$ cat src/rtl/adc_control_defines.svh
// Register offsets, field positions, reset values and divider counts of the converter control unit.
`ifndef ADC_CONTROL_DEFINES_SVH
`define ADC_CONTROL_DEFINES_SVH
`define OFS_PRIMARY       8'h00
`define OFS_SECONDARY     8'h04
`define OFS_RESULT_HIGH   8'h08
`define OFS_RESULT_LOW    8'h0C
`define OFS_IRQ_STATUS    8'h10
`define OFS_IRQ_CLEAR     8'h14
`define OFS_IRQ_ENABLE    8'h18
`define BIT_GO            2
`define BIT_POWER         0
`define BIT_DONE_FLAG     0
`define PRIMARY_RESET     8'h00
`define SECONDARY_RESET   8'h00
`define RESULT_RESET      10'h000
`define SAR_FIRST_TRIAL   10'h200
`define SAR_MSB_INDEX     4'h9
`define DIV_LAST_2        6'h01
`define DIV_LAST_4        6'h03
`define DIV_LAST_8        6'h07
`define DIV_LAST_16       6'h0F
`define DIV_LAST_32       6'h1F
`define DIV_LAST_64       6'h3F
`define CLK_SEL_RC        2'h3
`endif

$ cat src/rtl/adc_control_pkg.sv
// Types shared by the converter control unit.
package adc_control_pkg;
  typedef enum logic [1:0] {ST_IDLE = 2'b01, ST_CONVERT = 2'b10} seq_state_t;
  typedef struct packed {
    logic [1:0] conv_clock_select_low;
    logic [2:0] input_channel_select;
    logic       go;
    logic       unused;
    logic       converter_power_on;
  } primary_t;
  typedef struct packed {
    logic       result_justify_select;
    logic       conv_clock_select_upper;
    logic [1:0] unused;
    logic [3:0] port_config;
  } secondary_t;
  typedef struct packed {
    logic       power;
    logic [2:0] channel;
    logic       hold;
    logic [9:0] dac_code;
    logic [7:0] analog_mask;
  } core_ctrl_t;
endpackage

$ cat src/rtl/adc_control_unit.sv
// APB controlled sequencer for a 10-bit successive approximation converter.
// Summary of operation
// Each started conversion yields a 10-bit result; an aborted one leaves the old result.
// Result high, result low, primary, secondary registers.
// Primary runs conversions; secondary sets analog pins.
// Primary fields: clock 7-6, channel 5-3, go, power.
// Upper bit 0: divide by 2, 8, 32.
// Upper bit 1: divide 4, 16, 64; 11 RC.
// Channel field value n routes input n.
// Software avoids channel codes absent on small package.
// Writing go while powered starts; reads 1 busy.
// Hardware clears go when conversion completes.
// Power bit powers converter; clear shuts it off.
// Primary bit 1 reads zero, ignores writes.
// Implemented primary bits read/write, reset to zero.
// Secondary bit 6 picks divider encoding half.
// Completion loads result, clears go, sets flag.
// Justify bit zeroes six high or low bits.
// Reset powers off and aborts running conversion.
// Go written with power off starts nothing.
// One result bit per conversion clock, MSB first.
`timescale 1ns/1ps
`include "adc_control_defines.svh"
module adc_control_unit
(
  input  wire logic                        ref_clk,
  input  wire logic                        rstn,
  input  wire logic                        psel,
  input  wire logic                        penable,
  input  wire logic                        pwrite,
  input  wire logic [7:0]                  paddr,
  input  wire logic [31:0]                 pwdata,
  output logic      [31:0]                 prdata,
  output logic                             pready,
  output logic                             pslverr,
  input  wire logic                        comp_above,
  input  wire logic                        rc_clk_in,
  output adc_control_pkg::core_ctrl_t      core_ctrl,
  output logic                             irq
);
  // ****************************************************************
  // Declarations
  // ****************************************************************
  adc_control_pkg::primary_t   prim_reg;
  adc_control_pkg::secondary_t sec_reg;
  adc_control_pkg::seq_state_t state_reg;
  adc_control_pkg::core_ctrl_t core_reg;
  logic [9:0]  result_reg;
  logic [9:0]  code_reg;
  logic [3:0]  bit_reg;
  logic [5:0]  div_cnt_reg;
  logic [5:0]  div_last;
  logic        status_reg;
  logic        enable_reg;
  logic        irq_reg;
  logic [31:0] prdata_reg;
  logic        pready_reg;
  logic        pslverr_reg;
  logic        comp_s1_reg;
  logic        comp_s2_reg;
  logic        rc_s1_reg;
  logic        rc_s2_reg;
  logic        rc_s3_reg;
  logic        rc_armed_reg;
  logic        wr_acc;
  logic        setup;
  logic        addr_hit;
  logic        start;
  logic        abort;
  logic        tick;
  logic        done;
  logic        clr_done;
  logic [7:0]  rd_byte;

  assign prdata    = prdata_reg;
  assign pready    = pready_reg;
  assign pslverr   = pslverr_reg;
  assign core_ctrl = core_reg;
  assign irq       = irq_reg;

  // ****************************************************************
  // Bus slave
  // ****************************************************************
  assign setup  = psel && !penable;
  assign wr_acc = psel && penable && pready_reg && pwrite;
  assign addr_hit = (paddr == `OFS_PRIMARY) || (paddr == `OFS_SECONDARY) || (paddr == `OFS_RESULT_HIGH)
                 || (paddr == `OFS_RESULT_LOW) || (paddr == `OFS_IRQ_STATUS) || (paddr == `OFS_IRQ_CLEAR)
                 || (paddr == `OFS_IRQ_ENABLE);

  always_comb
  begin
    rd_byte = 8'h00;
    case (paddr)
      `OFS_PRIMARY:     rd_byte = {prim_reg[7:2], 1'b0, prim_reg.converter_power_on};
      `OFS_SECONDARY:   rd_byte = {sec_reg[7:6], 2'b00, sec_reg.port_config};
      `OFS_RESULT_HIGH: rd_byte = sec_reg.result_justify_select ? {6'h00, result_reg[9:8]} : result_reg[9:2];
      `OFS_RESULT_LOW:  rd_byte = sec_reg.result_justify_select ? result_reg[7:0] : {result_reg[1:0], 6'h00};
      `OFS_IRQ_STATUS:  rd_byte = {7'h00, status_reg};
      `OFS_IRQ_ENABLE:  rd_byte = {7'h00, enable_reg};
      default:          rd_byte = 8'h00;
    endcase
  end

  // Every transfer gets exactly one wait-free access phase, so pready can come from a flop.
  always_ff @(posedge ref_clk)
  begin
    if (!rstn)
    begin
      pready_reg  <= 1'b0;
      pslverr_reg <= 1'b0;
      prdata_reg  <= 32'h0000_0000;
    end
    else
    begin
      pready_reg  <= setup;
      pslverr_reg <= setup && !addr_hit;
      prdata_reg  <= (setup && !pwrite) ? {24'h00_0000, rd_byte} : 32'h0000_0000;
    end
  end

  // ****************************************************************
  // Control registers
  // ****************************************************************
  assign start = wr_acc && (paddr == `OFS_PRIMARY) && pwdata[`BIT_GO] && pwdata[`BIT_POWER]
              && (state_reg == adc_control_pkg::ST_IDLE); // see R09
  assign abort = wr_acc && (paddr == `OFS_PRIMARY) && !pwdata[`BIT_POWER];

  always_ff @(posedge ref_clk)
  begin
    if (!rstn)
    begin
      prim_reg <= `PRIMARY_RESET; // see R13
      sec_reg  <= `SECONDARY_RESET;
    end
    else
    begin
      if (wr_acc && (paddr == `OFS_PRIMARY))
      begin
        prim_reg.conv_clock_select_low <= pwdata[7:6];
        prim_reg.input_channel_select  <= pwdata[5:3];
        prim_reg.converter_power_on    <= pwdata[`BIT_POWER];
      end
      if (start)
        prim_reg.go <= 1'b1;
      else if (done || abort)
        prim_reg.go <= 1'b0;
      if (wr_acc && (paddr == `OFS_SECONDARY))
        sec_reg <= {pwdata[7:6], 2'b00, pwdata[3:0]}; // see R03
    end
  end

  // ****************************************************************
  // Pin synchronisers
  // ****************************************************************
  always_ff @(posedge ref_clk)
  begin
    if (!rstn)
    begin
      comp_s1_reg <= 1'b0;
      comp_s2_reg <= 1'b0;
      rc_s1_reg   <= 1'b0;
      rc_s2_reg   <= 1'b0;
      rc_s3_reg   <= 1'b0;
    end
    else
    begin
      comp_s1_reg <= comp_above;
      comp_s2_reg <= comp_s1_reg;
      rc_s1_reg   <= rc_clk_in;
      rc_s2_reg   <= rc_s1_reg;
      rc_s3_reg   <= rc_s2_reg;
    end
  end

  // ****************************************************************
  // Conversion clock
  // ****************************************************************
  // The comparator passes a two-flop synchroniser, so divide by two leaves it two periods
  // stale and divide by four one; those settings suit only a comparator path with less latency.
  always_comb
  begin
    case ({sec_reg.conv_clock_select_upper, prim_reg.conv_clock_select_low})
      3'b000:  div_last = `DIV_LAST_2;
      3'b001:  div_last = `DIV_LAST_8;
      3'b010:  div_last = `DIV_LAST_32;
      3'b100:  div_last = `DIV_LAST_4;
      3'b101:  div_last = `DIV_LAST_16;
      3'b110:  div_last = `DIV_LAST_64;
      default: div_last = `DIV_LAST_2;
    endcase
  end

  // The first RC edge after start only opens a full period, so the first trial sees a settled comparator.
  always_ff @(posedge ref_clk)
  begin
    if (!rstn || (state_reg != adc_control_pkg::ST_CONVERT))
      rc_armed_reg <= 1'b0;
    else if (rc_s2_reg && !rc_s3_reg)
      rc_armed_reg <= 1'b1;
  end

  assign tick = (state_reg == adc_control_pkg::ST_CONVERT)
             && ((prim_reg.conv_clock_select_low == `CLK_SEL_RC)
                 ? (rc_armed_reg && rc_s2_reg && !rc_s3_reg) // see R06
                 : (div_cnt_reg == div_last));

  always_ff @(posedge ref_clk)
  begin
    if (!rstn)
      div_cnt_reg <= 6'h00;
    else if (tick || (state_reg != adc_control_pkg::ST_CONVERT))
      div_cnt_reg <= 6'h00;
    else
      div_cnt_reg <= div_cnt_reg + 6'h01;
  end

  // ****************************************************************
  // Successive approximation sequencer
  // ****************************************************************
  assign done = tick && (bit_reg == 4'h0) && !abort;

  always_ff @(posedge ref_clk)
  begin
    if (!rstn)
      state_reg <= adc_control_pkg::ST_IDLE;
    else
    begin
      case (state_reg)
        adc_control_pkg::ST_IDLE:
          if (start)
            state_reg <= adc_control_pkg::ST_CONVERT;
        adc_control_pkg::ST_CONVERT:
          if (done || abort)
            state_reg <= adc_control_pkg::ST_IDLE;
        default:
          state_reg <= adc_control_pkg::ST_IDLE;
      endcase
    end
  end

  always_ff @(posedge ref_clk)
  begin
    if (!rstn)
    begin
      code_reg <= `RESULT_RESET;
      bit_reg  <= 4'h0;
    end
    else if (start)
    begin
      code_reg <= `SAR_FIRST_TRIAL;
      bit_reg  <= `SAR_MSB_INDEX;
    end
    else if (tick)
    begin
      code_reg[bit_reg] <= comp_s2_reg;
      if (bit_reg != 4'h0)
      begin
        code_reg[bit_reg - 4'h1] <= 1'b1;
        bit_reg <= bit_reg - 4'h1;
      end
    end
  end

  // Result holds its last value across an aborted conversion.
  always_ff @(posedge ref_clk)
  begin
    if (!rstn)
      result_reg <= `RESULT_RESET;
    else if (done)
      result_reg <= {code_reg[9:1], comp_s2_reg}; // see R01
  end

  // ****************************************************************
  // Interrupt
  // ****************************************************************
  assign clr_done = wr_acc && (paddr == `OFS_IRQ_CLEAR) && pwdata[`BIT_DONE_FLAG];

  always_ff @(posedge ref_clk)
  begin
    if (!rstn)
    begin
      status_reg <= 1'b0;
      enable_reg <= 1'b0;
      irq_reg    <= 1'b0;
    end
    else
    begin
      status_reg <= done || (status_reg && !clr_done);
      if (wr_acc && (paddr == `OFS_IRQ_ENABLE))
        enable_reg <= pwdata[`BIT_DONE_FLAG];
      irq_reg <= status_reg && enable_reg;
    end
  end

  // ****************************************************************
  // Converter core drive
  // ****************************************************************
  function automatic logic [7:0] analog_mask_of(input logic [3:0] cfg);
    case (cfg)
      4'h0:    analog_mask_of = 8'hFF;
      4'h1:    analog_mask_of = 8'hF7;
      4'h2:    analog_mask_of = 8'h1F;
      4'h3:    analog_mask_of = 8'h17;
      4'h4:    analog_mask_of = 8'h0B;
      4'h5:    analog_mask_of = 8'h03;
      4'h8:    analog_mask_of = 8'hF3;
      4'h9:    analog_mask_of = 8'h3F;
      4'hA:    analog_mask_of = 8'h37;
      4'hB:    analog_mask_of = 8'h33;
      4'hC:    analog_mask_of = 8'h13;
      4'hD:    analog_mask_of = 8'h03;
      4'hE:    analog_mask_of = 8'h01;
      4'hF:    analog_mask_of = 8'h01;
      default: analog_mask_of = 8'h00;
    endcase
  endfunction

  always_ff @(posedge ref_clk)
  begin
    if (!rstn)
      core_reg <= '0;
    else
    begin
      core_reg.power       <= prim_reg.converter_power_on;
      core_reg.channel     <= prim_reg.input_channel_select;
      core_reg.hold        <= (state_reg == adc_control_pkg::ST_CONVERT);
      core_reg.dac_code    <= code_reg;
      core_reg.analog_mask <= analog_mask_of(sec_reg.port_config);
    end
  end
endmodule

$ cat config.mk
export PLATFORM = sky130hd
export DESIGN_NAME = adc_control_unit
export DESIGN_NICKNAME = d
export VERILOG_FILES = /design/src/rtl/adc_control_pkg.sv /design/src/rtl/adc_control_unit.sv
export VERILOG_INCLUDE_DIRS = /design/src /design/src/rtl
export SDC_FILE = /design/constraint.sdc
export NUM_CORES = 1
export LEC_CHECK = 0
export BUFFER_PORTS_ARGS = -buffer_cell sky130_fd_sc_hd__buf_2
export CORE_AREA = 2 2 106 88
export DETAILED_ROUTE_END_ITERATION = 8
export DIE_AREA = 0 0 108 90
export GPL_TIMING_DRIVEN = 0
export PLACE_DENSITY = 0.75
export SETUP_SLACK_MARGIN = 0.4
export SLEW_MARGIN = 25
export SYNTH_ARGS = -nofsm -noshare
export SYNTH_HDL_FRONTEND = slang
export SYNTH_SLANG_ARGS = --single-unit
$ cat constraint.sdc
create_clock -name ref_clk -period 2.59 [get_ports ref_clk]
set_clock_uncertainty 0.2 [all_clocks]
set_input_delay 0 -clock ref_clk [delete_from_list [all_inputs] [get_ports ref_clk]]
set_output_delay 0 -clock ref_clk [all_outputs]
set_load 0.01 [all_outputs]
==> results.yml <==
critical_path:
  crit_family: "simple AND/OR/NAND/NOR gates"
  slowest_delay_ns: 0.57
  worstPathArrival_ns: 2.32
  crit_path_top_delay_cell: "or4_4"
  cp_num_buf_inv: 3
  required_ns: 2.63
  crit_path_start_kind: "flop"
  worstSetupPathType: "reg -> reg"
  crit_chain: "inv_2 > ha_4 > or3b_4 > buf_6 > or4_4 > buf_16 > mux2i_1"
  critPathCaptureType: "flop"
  crit_fanout: 9
synth:
  synth_area_leaders: "dfxtp_1 (42%), mux2i_1 (7.1%), buf_4 (4.6%)"
  synth_top_area_share_pct: 42.3
  async_flop_share_pct: 0
  synth-edff-count: 0
  yosys.area.top_type: "dfxtp_1"
  yosys_register_bits: 86
  synthFlopType: "dfxtp_1"
  ys_seq_area_share_pct: 42.3
  ys_types: 67
  netlist_area_sq_um: 4070
  yosysWarnings: 0
  syn_area_per_cell_sq_um: 9.06
  syn_inst: 449
hold_path:
  hold_class: "in -> reg"
pwr:
  p_leak_nw: 2.33
  p_per_area_nw_per_um2: 461
  p_seq_share_pct: 55.1
  swShare_pct: 23.5
  power_w: 0.00242
  clkPwrFrac_pct: 38.6
  power_frac_comb_pct: 6.3
  p_int_w: 0.00185
  switching_power_w: 0.000568
  peakVddDrop_mv: 0.290
route:
  post_drt_wl_per_cell_microns: 15.2
  wirelength_microns: 10500
  dr.first_iter.drc_count: 206
  vias: 3697
  dr.pass1.iters: 5
  final_antenna_net_count: 0
  viasPerCell: 5.33
  drc: 0
global_routing:
  grt.total_usage_pct: 22.0
  grt_first_pass_wirelength_microns: 17000
  grt_overflow: 0
  grt_antenna_before_repair: 0
  grt_max_degree: 16
  grt_pass1_vias: 3529
die:
  die_y_microns: 90
  start_util_pct: 46.6
  io_pins: 105
  die_width_microns: 108
  die_area_sq_um: 9720
  num_rows: 31
  core_sq_um: 8730
cts:
  clkLatencyLatePin_ns: 0.35
  numClockSinks: 86
  numCtsBuffers: 9
  cts_htree_levels: 3
  clk_pin_slew_ns: 0.09
  cts-root-buf: "clkbuf_8"
  cts.path.max_buffers: 2
  cts_tree: "done"
finish:
  fin_nets: 630
  regArea_sq_um: 1740
  areaGrowthSynthToFinish_pct: 28.8
  final_cell_mix: "dfxtp_1 (78), buf_2 (56), nand2_1 (43)"
  mostFrequentLayoutCell: "dfxtp_1"
  fillers: 746
  multi_input_area_sq_um: 2100
  diodes: 0
  largest_register_ff_count: 22
  drive_above_1_share_pct: 27.3
sta:
  timing.fmax_mhz: 439
  rsz0062_at_grt: "true"
  hold_violations: 0
  hold_slack_ns: 0.0445
  maxSlewViolCount: 0
  tightest_slew_ns: 0.599
  final-setup-viol-count: 0
  period_minus_slack_ns: 2.28
  tns_ns: 0
  maxSlewHeadroom_pct: 60.1
  period_share_pct: 87.9
placed_design:
  hpwlAfterDp_microns: 7290
  io_buffer_count: 54
  gp_congestion: 0.890
job:
  maxCapViolations: 0
status:
  status: "finished, final reports clean"
logic make-up after synthesis:
group / Yosys count / synth area share (%)
AND/OR/NAND/NOR: 158 / 20.3
flip-flops: 86 / 42.3
AO/OA/AOI/OAI: 82 / 15.3
buffers and inverters: 76 / 10.1
multiplexers: 34 / 8.52
adder cells (fa/ha/maj): 8 / 2.46
XOR/XNOR: 4 / 0.861
other: 1 / 0.0921
worst register-to-register path, stage by stage (launching register included):
cell and delay (ns):
dfxtp_4 0.37, inv_2 0.09, ha_4 0.13, or3b_4 0.37, buf_6 0.15, or4_4 0.57
buf_16 0.17, mux2i_1 0.12
stage by stage:
stage	worst slack (ns)	instance area (sq um)	utilization, %	cells
after CTS	0.283	5150	59.0	686
final	0.312	5240	60.1	694
after global placement	0.122	4620	53.0	641
after global routing	0.260	5240	60.1	694
after floorplan	0.380	4210	-	472
after detailed placement	0.102	4620	53.0	641
final cells by class:
type	instances	share of cell area [%]
Sequential cell	86	33.2
Tap cell	115	2.74
Multi-Input combinational cell	310	40.0
Clock inverter	6	1.36
Inverter	27	1.93
Clock buffer	9	2.36
Timing Repair Buffer	92	12.1
Buffer	49	6.25
Yosys cell counts (6+ instances only):
cell      number
nand3_1       13
ha_1           8
mux2i_1       29
nor2_1        38
nand2_1       43
dfxtp_1       86
buf_4         25
a22oi_1        6
o21ai_0        7
clkbuf_1      17
and2_1        10
inv_1         27
nor2b_1        7
a21oi_1       18
metal layers:
layer  up-vias  part of all wire, %  track usage, %  wire (microns)
met5         -                    0               0               0
met1      1709                   42            28.7            4470
met2       173                   46            34.5            4830
met4         0                  3.3            9.29             353
li1       1792                    -               -               -
met3        23                  8.4            5.44             889
power by group through the flow:
stage	clock network [W]	logic, W	registers, W
after global routing	0.00101	0.000168	0.00133
after CTS	0.000962	0.000149	0.00133
after floorplan	0	0.0000807	0.00137
after detailed placement	0	0.000125	0.00136
after global placement	0	0.000125	0.00136
final	0.000934	0.000153	0.00133
final timing paths:
| check | slack (ns) | end | from | depth (start not counted) |
|---|---|---|---|---|
| worst min-delay path | 0.04 | prdata[3]$_SDFF_PN0_ | penable | 4 |
| worst max register to register | 0.31 | result_reg[3]$_SDFFE_PN0P_ | bit_reg[0]$_SDFFE_PN0P_ | 7 |
| worst max-delay path | 0.31 | result_reg[3]$_SDFFE_PN0P_ | bit_reg[0]$_SDFFE_PN0P_ | 7 |
| worst min register to register | 0.24 | comp_s2_reg$_SDFF_PN0_ | comp_s1_reg$_SDFF_PN0_ | 1 |
repair_timing:
action                                 4_1_cts  5_1_grt
pin swaps                                    4       10
endpoints found under the hold margin       33        0
gates resized for setup                     10       17
setup endpoints to repair                   32       28
gates cloned                                 1        0
setup buffers                                8        8
hold buffers                                21        0
Power figures use the tool's default switching activity.
